### src/shared/uart_pins_cfg.svh
// constants for the modem pin and interrupt block
// assumes an 8-bit register port and a 25 MHz reference clock
`ifndef UART_PINS_CFG_SVH
`define UART_PINS_CFG_SVH

// ==========================================
// register offsets
`define OFS_MODEM_CTRL 3'h0
`define OFS_MODEM_STAT 3'h1
`define OFS_INT_STAT 3'h2
`define OFS_INT_MASK 3'h3
`define OFS_RX_TICKS 3'h4

// ==========================================
// modem control fields
`define MCTL_DTR 0
`define MCTL_RTS 1
`define MCTL_USER_A 2
`define MCTL_USER_B 3
`define MCTL_LOOP 4

// ==========================================
// modem status fields
`define MSR_DSR_DELTA 1
`define MSR_DSR_LEVEL 5

// ==========================================
// interrupt status and mask fields
`define INT_RX_ERROR 0
`define INT_RX_DATA 1
`define INT_THR_EMPTY 2
`define INT_MODEM 3

// ==========================================
// reset values
`define RST_MODEM_CTRL 8'h00
`define RST_INT_STAT 8'h00
`define RST_INT_MASK 8'h00
// idle pins: unselected, low strobe high, no reset, DSR off, rclk low
`define RST_PINS 8'h32

// ==========================================
// timing
`define RCLK_DIV 16

`endif

### src/shared/uart_pins_pkg.sv
// types shared by the modem pin and interrupt block
// assumes nothing beyond the constants header
`default_nettype none

package uart_pins_pkg;

    // ==========================================
    // pin groups
    typedef struct packed {
        logic chip_select_a;
        logic chip_select_b;
        logic chip_select_c_low;
        logic read_strobe_low;
        logic read_strobe_high;
    } select_pins_type;

    typedef struct packed {
        logic rx_error;
        logic rx_data;
        logic rx_timeout;
        logic fifo_mode;
        logic thr_empty;
    } int_sources_type;

endpackage : uart_pins_pkg

`default_nettype wire

### src/verilog/pin_sync.sv
// two-flop synchroniser for a group of pin levels
// assumes the pins are quasi-static against ref_clk
`default_nettype none

module pin_sync #(
    parameter int WIDTH = 8,
    parameter logic [WIDTH-1:0] INIT = '0
) (
    input wire logic ref_clk,
    input wire logic rst,
    input wire logic [WIDTH-1:0] pins,
    output logic [WIDTH-1:0] pins_sync
);

    logic [WIDTH-1:0] meta_q;
    logic [WIDTH-1:0] sync_q;

    // ==========================================
    // stage one is read only by stage two
    always_ff @(posedge ref_clk) begin
        if (rst) begin
            meta_q <= INIT;
            sync_q <= INIT;
        end else begin
            meta_q <= pins;
            sync_q <= meta_q;
        end
    end

    assign pins_sync = sync_q;

endmodule : pin_sync

`default_nettype wire

### src/verilog/rclk_divider.sv
// divides the synchronised receiver clock into one tick per bit time
// assumes rclk arrives already synchronised and well below ref_clk / 2
`default_nettype none
`include "uart_pins_cfg.svh"

module rclk_divider #(
    parameter int DIV = `RCLK_DIV
) (
    input wire logic ref_clk,
    input wire logic rst,
    input wire logic rclk_sync,
    output logic bit_tick,
    output logic [7:0] tick_count
);

    logic prev_q, prev_d;
    logic [4:0] cnt_q, cnt_d;
    logic tick_q, tick_d;
    logic [7:0] total_q, total_d;
    logic rise;

    // ==========================================
    // edge count
    always_comb begin
        rise = rclk_sync & ~prev_q;
        prev_d = rclk_sync;
        cnt_d = cnt_q;
        tick_d = 1'b0;
        total_d = total_q;
        if (rise) begin
            if (cnt_q == 5'(DIV - 1)) begin
                cnt_d = 5'h00;
                tick_d = 1'b1;
                total_d = total_q + 8'h01;
            end else begin
                cnt_d = cnt_q + 5'h01;
            end
        end
    end

    always_ff @(posedge ref_clk) begin
        if (rst) begin
            prev_q <= 1'b0;
            cnt_q <= 5'h00;
            tick_q <= 1'b0;
            total_q <= 8'h00;
        end else begin
            prev_q <= prev_d;
            cnt_q <= cnt_d;
            tick_q <= tick_d;
            total_q <= total_d;
        end
    end

    assign bit_tick = tick_q;
    assign tick_count = total_q;

endmodule : rclk_divider

`default_nettype wire

### src/verilog/uart_modem_pin_interface.sv
// modem pins, read strobes, transceiver disable and interrupt of the serial element
// assumes a plain register port on ref_clk and asynchronous pins from the board
// Functional notes
// - transceiver_disable high whenever no read is in progress
// - modem status bit 5 shows the current data-set-ready level
// - modem status bit 1 flags a DSR change since the last status read
// - enabled modem status interrupt fires on a DSR change
// - DTR pin active low while its control bit is set
// - DTR inactive on master reset, in loop mode, or bit cleared
// - interrupt_out high while any unmasked interrupt is pending
// - four sources: rx error, rx data or timeout in fifo mode, thr empty, modem status
// - interrupt drops once serviced or on master reset
// - master reset clears control, mask and status bits and forces DTR, user outputs and interrupt to reset levels
// - user outputs active low while their control bits are set
// - user outputs high on master reset, loop mode, or bit 2/3 cleared
// - receiver timing comes from rclk at sixteen times the baud rate
// - selected and either read strobe active performs a register read
`default_nettype none
`include "uart_pins_cfg.svh"

module uart_modem_pin_interface
    import uart_pins_pkg::*;
#(
    parameter int ADDR_W = 3,
    parameter int DATA_W = 8,
    parameter int RX_DIV = `RCLK_DIV
) (
    input wire logic ref_clk,
    input wire logic rst,
    input wire logic [ADDR_W-1:0] addr,
    input wire logic [DATA_W-1:0] wdata,
    input wire logic wr_en,
    input wire logic rd_en,
    output logic [DATA_W-1:0] rdata,
    input wire select_pins_type select_pins,
    input wire logic master_reset,
    input wire logic dsr_n,
    input wire logic rclk,
    input wire int_sources_type int_sources,
    output logic transceiver_disable,
    output logic interrupt_out,
    output logic dtr_n,
    output logic user_output_a_n,
    output logic user_output_b_n,
    output logic rx_bit_tick
);

    // ==========================================
    // pin synchronisation
    logic [7:0] pins_raw;
    logic [7:0] pins_s;
    logic mreset_s;
    logic dsr_pin_s;
    logic rclk_s;
    select_pins_type sel_s;

    assign pins_raw = {select_pins, master_reset, dsr_n, rclk};

    pin_sync #(
        .WIDTH(8),
        .INIT(`RST_PINS)
    ) u_sync (
        .ref_clk(ref_clk),
        .rst(rst),
        .pins(pins_raw),
        .pins_sync(pins_s)
    );

    assign sel_s = select_pins_type'(pins_s[7:3]);
    assign mreset_s = pins_s[2];
    assign dsr_pin_s = pins_s[1];
    assign rclk_s = pins_s[0];

    // ==========================================
    // receiver clock
    logic [7:0] rx_ticks;

    rclk_divider #(
        .DIV(RX_DIV)
    ) u_rclk (
        .ref_clk(ref_clk),
        .rst(rst),
        .rclk_sync(rclk_s),
        .bit_tick(rx_bit_tick),
        .tick_count(rx_ticks)
    );

    // ==========================================
    // read qualification
    function automatic logic selected(input select_pins_type p);
        // all three selects must be active
        selected = p.chip_select_a & p.chip_select_b & ~p.chip_select_c_low;
    endfunction : selected

    logic pin_read;
    logic pin_read_prev_q;
    logic pin_read_rise;
    logic rd_take;
    logic wr_take;
    logic msr_read;

    // either strobe while selected; the unused one is assumed tied
    assign pin_read = selected(sel_s) & (~sel_s.read_strobe_low | sel_s.read_strobe_high);
    assign pin_read_rise = pin_read & ~pin_read_prev_q;
    assign rd_take = rd_en | pin_read_rise;
    assign wr_take = wr_en & ~rd_en;
    assign msr_read = rd_take && addr == `OFS_MODEM_STAT;

    assign transceiver_disable = ~(rd_en | pin_read);

    // ==========================================
    // control and interrupt registers
    logic [7:0] mctl_q, mctl_d;
    logic [7:0] ist_q, ist_d;
    logic [7:0] imask_q, imask_d;
    logic dsr_prev_q, dsr_prev_d;
    logic dsr_delta_q, dsr_delta_d;
    logic loop_mode;
    logic dsr_level;
    logic dsr_change;
    logic [7:0] ist_set;
    logic [7:0] msr_view;

    assign loop_mode = mctl_q[`MCTL_LOOP];
    // loop mode feeds DTR back in place of the pin; level shown as asserted-high
    assign dsr_level = loop_mode ? mctl_q[`MCTL_DTR] : ~dsr_pin_s;
    assign dsr_change = dsr_level != dsr_prev_q;

    always_comb begin
        msr_view = 8'h00;
        msr_view[`MSR_DSR_LEVEL] = dsr_level;
        msr_view[`MSR_DSR_DELTA] = dsr_delta_q;
    end

    always_comb begin
        ist_set = 8'h00;
        ist_set[`INT_RX_ERROR] = int_sources.rx_error;
        ist_set[`INT_RX_DATA] = int_sources.rx_data | (int_sources.rx_timeout & int_sources.fifo_mode);
        ist_set[`INT_THR_EMPTY] = int_sources.thr_empty;
        ist_set[`INT_MODEM] = dsr_change;
    end

    always_comb begin
        mctl_d = mctl_q;
        imask_d = imask_q;
        ist_d = ist_q;
        dsr_prev_d = dsr_level;
        dsr_delta_d = dsr_delta_q;
        if (wr_take && addr == `OFS_MODEM_CTRL) begin
            mctl_d = {3'h0, wdata[4:0]};
        end else if (wr_take && addr == `OFS_INT_MASK) begin
            imask_d = {4'h0, wdata[3:0]};
        end else if (wr_take && addr == `OFS_INT_STAT) begin
            ist_d = ist_q & ~wdata;
        end
        // status read clears the change flag and services the modem event
        if (msr_read) begin
            dsr_delta_d = 1'b0;
            ist_d[`INT_MODEM] = 1'b0;
        end
        if (dsr_change) begin
            dsr_delta_d = 1'b1;
        end
        ist_d = ist_d | ist_set;
        // master reset clears the register set
        if (mreset_s) begin
            mctl_d = `RST_MODEM_CTRL;
            imask_d = `RST_INT_MASK;
            ist_d = `RST_INT_STAT;
            dsr_delta_d = 1'b0;
        end
    end

    always_ff @(posedge ref_clk) begin
        if (rst) begin
            mctl_q <= `RST_MODEM_CTRL;
            imask_q <= `RST_INT_MASK;
            ist_q <= `RST_INT_STAT;
            dsr_prev_q <= 1'b0;
            dsr_delta_q <= 1'b0;
            pin_read_prev_q <= 1'b0;
        end else begin
            mctl_q <= mctl_d;
            imask_q <= imask_d;
            ist_q <= ist_d;
            dsr_prev_q <= dsr_prev_d;
            dsr_delta_q <= dsr_delta_d;
            pin_read_prev_q <= pin_read;
        end
    end

    // level interrupt from unmasked pending bits
    assign interrupt_out = |(ist_q & imask_q);

    // ==========================================
    // modem output pins
    logic dtr_n_q, dtr_n_d;
    logic user_a_n_q, user_a_n_d;
    logic user_b_n_q, user_b_n_d;
    logic outs_forced;

    // forced inactive by reset or loop mode
    assign outs_forced = mreset_s | loop_mode;

    always_comb begin
        // active low follows the control bit
        dtr_n_d = outs_forced | ~mctl_q[`MCTL_DTR];
        // user outputs follow bits 2 and 3; forced high likewise
        user_a_n_d = outs_forced | ~mctl_q[`MCTL_USER_A];
        user_b_n_d = outs_forced | ~mctl_q[`MCTL_USER_B];
    end

    always_ff @(posedge ref_clk) begin
        if (rst) begin
            dtr_n_q <= 1'b1;
            user_a_n_q <= 1'b1;
            user_b_n_q <= 1'b1;
        end else begin
            dtr_n_q <= dtr_n_d;
            user_a_n_q <= user_a_n_d;
            user_b_n_q <= user_b_n_d;
        end
    end

    assign dtr_n = dtr_n_q;
    assign user_output_a_n = user_a_n_q;
    assign user_output_b_n = user_b_n_q;

    // ==========================================
    // read data, one cycle after the strobe
    logic [7:0] rdata_q, rdata_d;

    always_comb begin
        rdata_d = 8'h00;
        // unmapped addresses read zero
        if (rd_take) begin
            if (addr == `OFS_MODEM_CTRL) begin
                rdata_d = mctl_q;
            end else if (addr == `OFS_MODEM_STAT) begin
                rdata_d = msr_view;
            end else if (addr == `OFS_INT_STAT) begin
                rdata_d = ist_q;
            end else if (addr == `OFS_INT_MASK) begin
                rdata_d = imask_q;
            end else if (addr == `OFS_RX_TICKS) begin
                rdata_d = rx_ticks;
            end
        end
    end

    always_ff @(posedge ref_clk) begin
        if (rst) begin
            rdata_q <= 8'h00;
        end else begin
            rdata_q <= rdata_d;
        end
    end

    assign rdata = rdata_q;
endmodule : uart_modem_pin_interface

`default_nettype wire

### config.mk
export PLATFORM = sky130hd
export DESIGN_NAME = uart_modem_pin_interface
export DESIGN_NICKNAME = d
export VERILOG_FILES = /design/src/shared/uart_pins_pkg.sv /design/src/verilog/pin_sync.sv /design/src/verilog/rclk_divider.sv /design/src/verilog/uart_modem_pin_interface.sv
export VERILOG_INCLUDE_DIRS = /design/src /design/src/shared
export SDC_FILE = /design/constraint.sdc
export NUM_CORES = 1
export LEC_CHECK = 0
export ABC_AREA = 1
export BUFFER_PORTS_ARGS = -buffer_cell sky130_fd_sc_hd__buf_4
export CORE_MARGIN = 10
export CORE_UTILIZATION = 35
export DETAILED_ROUTE_END_ITERATION = 8
export PLACE_DENSITY = 0.66
export SLEW_MARGIN = 20
export SYNTH_ARGS = -nofsm -noshare
export SYNTH_HDL_FRONTEND = slang
export SYNTH_SLANG_ARGS = --single-unit
### constraint.sdc
create_clock -name ref_clk -period 3.9 [get_ports ref_clk]
set_input_delay 0.39 -clock ref_clk [delete_from_list [all_inputs] [get_ports ref_clk]]
set_output_delay 0.39 -clock ref_clk [all_outputs]
set_load 0.03 [all_outputs]
; ---- After elaboration in Yosys (flattened, before gate mapping)
; Index checks and enable logic that the tools add are counted.
[op_classes]
reduce_logical = 14
add_sub_neg = 2
eq_ne = 6
bitwise_logic = 32
n_mux = 14
[ops]
columns = operator, count
row1 = $mux 8, 6
row2 = $not 1->1, 13
row3 = $mux 5, 2
row4 = $add 8x1->8 const B, 1
row5 = $and 8x4->8, 1
row6 = $and 8x8->8, 1
row7 = $not 8->8, 1
row8 = $or 1x1->1, 8
row9 = $or 8x4->8, 1
row10 = $reduce_or 8->1, 1
row11 = $and 1x1->1, 7
row12 = $eq 3x2->1 const B, 2
row13 = $mux 6, 1
row14 = $reduce_or 2->1, 3
row15 = $add 5x1->5 const B, 1
row16 = $eq 5x4->1 const B, 1
row17 = $mux 1, 5
row18 = $logic_and 1x1->1, 4
row19 = $reduce_and 2->1, 2
row20 = $reduce_or 4->1, 1
row21 = $eq 3x1->1 const B, 1
row22 = $eq 3x3->1 const B, 1
row23 = $logic_not 3->1, 1
row24 = $reduce_or 3->1, 1
row25 = other kinds (2), 2
[word_totals]
word_cells = 86
output_inout_bits = 14
inputBits = 28
register_bits = 62

; ---- Longest topological paths before layout
[depth]
ltp_word = 8
ltp_mapped = 8
mapped_depth_nobuf = 8

; ---- Modules after synthesis
; A second synthesis with hierarchy kept.
[unflattened]
cells_unflattened = 323
hier_area_um2 = 2456.1
[modules_own_cells]
columns = mod, n_inst, seq_area_each_um2, cells_each, area_each_um2
row1 = uart_modem_pin_interface, 1, 620.6, 176, 1266.2
row2 = rclk_divider, 1, 300.3, 97, 734.5
row3 = pin_sync, 1, 320.3, 50, 455.4

; ---- Worst setup path before layout
; OpenSTA, ideal clock, no wires.
[synth_timing]
kind = register to output
start = register u_sync.sync_q[3], in the netlist u_sync.pins_sync[3]
end = output transceiver_disable
stages_incl_launch_ff = 4
arrival_ns = 0.892
path_slack_ns = 2.618
t_required_ns = 3.510
cell_sequence = dfxtp_1 -> inv_1 -> nand2_1 -> a21oi_1
[synth_via]
elab_chain_len = 4
[synth_lines]
columns = item, line_no
row1 = "start, declared", pin_sync.sv:16  ; logic [WIDTH-1:0] sync_q;
row2 = "start signal, assigned", pin_sync.sv:26  ; sync_q <= meta_q;
row3 = $or 1x1->1, uart_modem_pin_interface.sv:103  ; assign pin_read = selected(sel_s) & (~sel_s.read_strobe_low | sel_s.read_strobe_high);
row4 = $and 1x1->1, uart_modem_pin_interface.sv:103
row5 = $or 1x1->1, uart_modem_pin_interface.sv:109  ; assign transceiver_disable = ~(rd_en | pin_read);
row6 = $not 1->1, uart_modem_pin_interface.sv:109
row7 = "end, declared", uart_modem_pin_interface.sv:40  ; output logic transceiver_disable,
; Every way passes these cells.

; ---- Final worst setup path
[layout_timing]
start = register u_sync.sync_q[7], in the netlist u_sync.pins_sync[7]
end = output transceiver_disable
[layout_via]
elab_chain_len = 5
[layout_lines]
columns = item, line_no
row1 = $and 1x1->1 (2 in a row), uart_modem_pin_interface.sv:92  ; selected = p.chip_select_a & p.chip_select_b & ~p.chip_select_c_low;
row2 = $and 1x1->1, uart_modem_pin_interface.sv:103
row3 = $or 1x1->1, uart_modem_pin_interface.sv:109
row4 = $not 1->1, uart_modem_pin_interface.sv:109
; Every way passes these cells.

==> results.md <==
* DR WL/cell at 11.76 um
* PostCTS Resize Cnt at 0
* Crit. End Element: output port
* Crit path to: transceiver_disable
* CTS buffer count at 9
* Die H at 104.7 um
* Final instance area at 3098 um^2
* Final hold viol count at 0
* RSZ-0062 raised after global routing: false
* Initial Utilization at 36.52%
* First-pass GRT wire length at 9315 um
* Count leader, synth: nand2_1
* Pins over their slew limit at 0
* Synth warn at 0
* Minimum clock period at 1.508 ns
* Rows at 30
* Maximum VDD drop at 0.2756 mV
* Cells after Synth at 327
* Final setup viols at 0
* Status: finished, final reports clean
* 1st-iter DRT viols at 98
* Hold-fix buffers, CTS at 0
* Hold Path Class: in -> reg
* First drt pass iteration count at 4
* Slew HR at 76.46%
* Area grow syn2layout at 23.49%
* CP arrival at 1.12 ns
* Slew @ Worst Pin at 0.3522 ns
* Ranking of synthesized cells by area: dfxtp_1 (49%), nand2_1 (10%), inv_1 (7.0%)
* Htree depth at 3
* Clock share of power at 39.7%
* Layout net count at 406
* Grt total ovfl at 0
* Initial antenna violation count at 0
* WP data required at 3.51 ns
* CP Class: reg -> out
* Synth top area share at 49.48%
* Worst Reg-to-Reg Cells at 6
* Clk sinks at 62
* Largest net degree at the start of global routing at 26
* Post-CTS setup buffers at 0
* Global Route Usage Sum at 10.29%
* Pint at 0.0009424 W
* Crit share post-route at 38.67%
* Via count at 2108
* Psw at 0.0002897 W
* Power per cell area at 397.7 nW/um^2
* Final wirelength at 5597 um
* Beginning of the critical path: u_sync.pins_sync[7]$_SDFF_PP0_
* Crit path cell chain: nand2_1 -> nor2_1 -> a21oi_1 -> buf_4
* Share of cells above drive strength 1 at 24.21%
* Final Non-Filler Cells at 476
* Maxcap violations at 0
* Sw frac at 23.51%
* Syn nets at 357
* Seq pwr share at 53.2%
* CP peak stage delay at 0.30 ns
* Lkg Pwr at 1.377 nW
* Area after DPL at 2924 um^2
* CP Max Fanout at 3
* Routability cong. at 0.8148
* Post-detailed-route DRC marker count at 0
* Async SR Flop Fraction at 0%
* Netlist cell types at 30
* Reg clk slew, reported paths at 0.06 ns
* Layout fillers at 694
* CTS tree: yes
* Register area share after synthesis at 49.48%
* Fmax achieved at 663.1 MHz
* Comb pwr share at 7.0%
* Synth Register Bits at 62
* Synth top cells by count: nand2_1 (69), dfxtp_1 (62), inv_1 (47), nor2_1 (42), a21oi_1 (20)
* Clock root cell: clkbuf_8
* Reg-to-Reg End: u_rclk.tick_count[3]$_SDFFE_PP0P_
* Mean Syn Cell Area at 7.672 um^2
* Buffers on Ports at 41
* Setup TNS at 0 ns
* Final HPWL DP at 4279 um
* CORE AREA at 6869 um^2
* Longest Clk Path Bufs at 2
* Die area at 10950 um^2
* Mapped cell area at 2509 um^2
* Die Width at 104.7 um
* WHS at 0.2387 ns
* CP max stage cell: dfxtp_1
* Top_reg_cell synth: dfxtp_1
* Yosys top cell by area: dfxtp_1
* Clock skew at 0.005293 ns
* Post-DR vias/cell at 4.429
* Clk_lat worst skew at 0.33 ns
* IO Count at 42
* N_diodes at 0
* Vias in the first global route at 2031
* Crit start category: flop
* Number of flops mapped to enable cells by yosys at 0
* Routed Antenna Nets at 0
* Hold Path Depth at 2
* Worst R2R Setup Slack at 2.50 ns
* Placed insts at 461
* Worst reg2reg path startpoint: u_rclk.cnt_q[1]$_SDFFE_PP0P_
## critical path: cells and delay by family (launching register included)
kind                   cells  cell delay [ns]
buffers and inverters      1             0.18
flip-flops                 1             0.30
AND/OR/NAND/NOR            2             0.21
AO/OA/AOI/OAI              1             0.09
## layout by cell type, fill, tap and decap left out, types with 2 or more instances in the layout
cell | netlist | layout
a21oi_1 | 20 | 20
a21oi_2 | 3 | 3
buf_4 | 0 | 41
clkbuf_8 | 0 | 11
clkinv_2 | 0 | 3
dfxtp_1 | 62 | 62
ha_1 | 2 | 2
inv_1 | 47 | 47
inv_2 | 7 | 7
nand2_1 | 69 | 69
nand2_2 | 6 | 6
nand3_1 | 19 | 19
nand3_2 | 2 | 2
nor2_1 | 42 | 42
nor2_4 | 5 | 5
nor3_1 | 2 | 2
o21ai_0 | 16 | 16
o21ai_1 | 2 | 2
o21ai_2 | 2 | 2
or2_2 | 6 | 6
xnor2_1 | 2 | 2
## per-layer routing
metal  wire, um  global-route usage (%)  vias to the layer above
li1           -                       -                     1113
met1       2713                   12.23                      934
met2       2413                   15.71                       55
met3        408                   5.590                        6
met4         62                   2.941                        0
met5          0                       0                        -
## power groups by stage
stage	Sequential, W	Clock, W	Combinational (W)
5_1_grt	0.000657	0.000532	0.0000977
3_5_place_dp	0.000670	0	0.0000868
6_report	0.000656	0.000490	0.0000865
4_1_cts	0.000656	0.000505	0.0000870
2_1_floorplan	0.000669	0	0.0000472
3_3_place_gp	0.000670	0	0.0000848
## registers in the layout (all words and copies together), names as in the netlist
signal	flops
u_rclk.cnt_q	5
u_sync.pins_sync	8
u_rclk.prev_q	1
pin_read_prev_q	1
dsr_prev_q	1
dtr_n	1
dsr_delta_q	1
user_output_a_n	1
u_rclk.bit_tick	1
mctl_q	5
imask_q	4
user_output_b_n	1
u_rclk.tick_count	8
rdata	8
ist_q	8
u_sync.meta_q	8
## worst min-delay path by stage
stage          slack, ns                         from                        endpoint
3_5_place_dp        0.39  u_sync.meta_q[0]$_SDFF_PP0_  u_sync.pins_sync[0]$_SDFF_PP0_
6_report            0.24               select_pins[1]     u_sync.meta_q[4]$_SDFF_PP1_
4_1_cts             0.22               select_pins[1]     u_sync.meta_q[4]$_SDFF_PP1_
2_1_floorplan       0.38       mctl_q[2]$_SDFFE_PP0P_      user_output_a_n$_SDFF_PP1_
3_3_place_gp        0.39  u_sync.meta_q[0]$_SDFF_PP0_  u_sync.pins_sync[0]$_SDFF_PP0_
5_1_grt             0.22               select_pins[2]     u_sync.meta_q[5]$_SDFF_PP1_
## layout make-up
| cell class | instances | area, um^2 | share of cell area [%] |
|---|---|---|---|
| sequential | 62 | 1241 | 40.06 |
| multi-input combinational | 207 | 1044 | 33.68 |
| timing repair buffer | 41 | 307.8 | 9.935 |
| inverter | 55 | 211.5 | 6.826 |
| clock buffer | 11 | 151.4 | 4.887 |
| tap | 96 | 120.1 | 3.877 |
| clock inverter | 4 | 22.52 | 0.7270 |
## cell families (layout without fill, tap and decap cells)
logic type / Yosys count / after routing / share of synthesized area, %
AO/OA/AOI/OAI: 45 / 45 / 9.876
XOR/XNOR: 3 / 3 / 1.048
adder cells (fa/ha/maj): 2 / 2 / 0.9973
buffers and inverters: 58 / 111 / 8.928
flip-flops: 62 / 62 / 49.48
AND/OR/NAND/NOR: 157 / 157 / 29.68
## stage by stage
stage	utilization (%)	total power (W)	setup WS, ns
2_1_floorplan	-	0.0007166	2.618
3_3_place_gp	42.57	0.0007545	2.519
3_5_place_dp	42.57	0.0007568	2.478
4_1_cts	45.10	0.001247	2.363
5_1_grt	45.10	0.001286	2.301
6_report	45.10	0.001232	2.392
No activity file was read; power rests on OpenSTA's default activity.
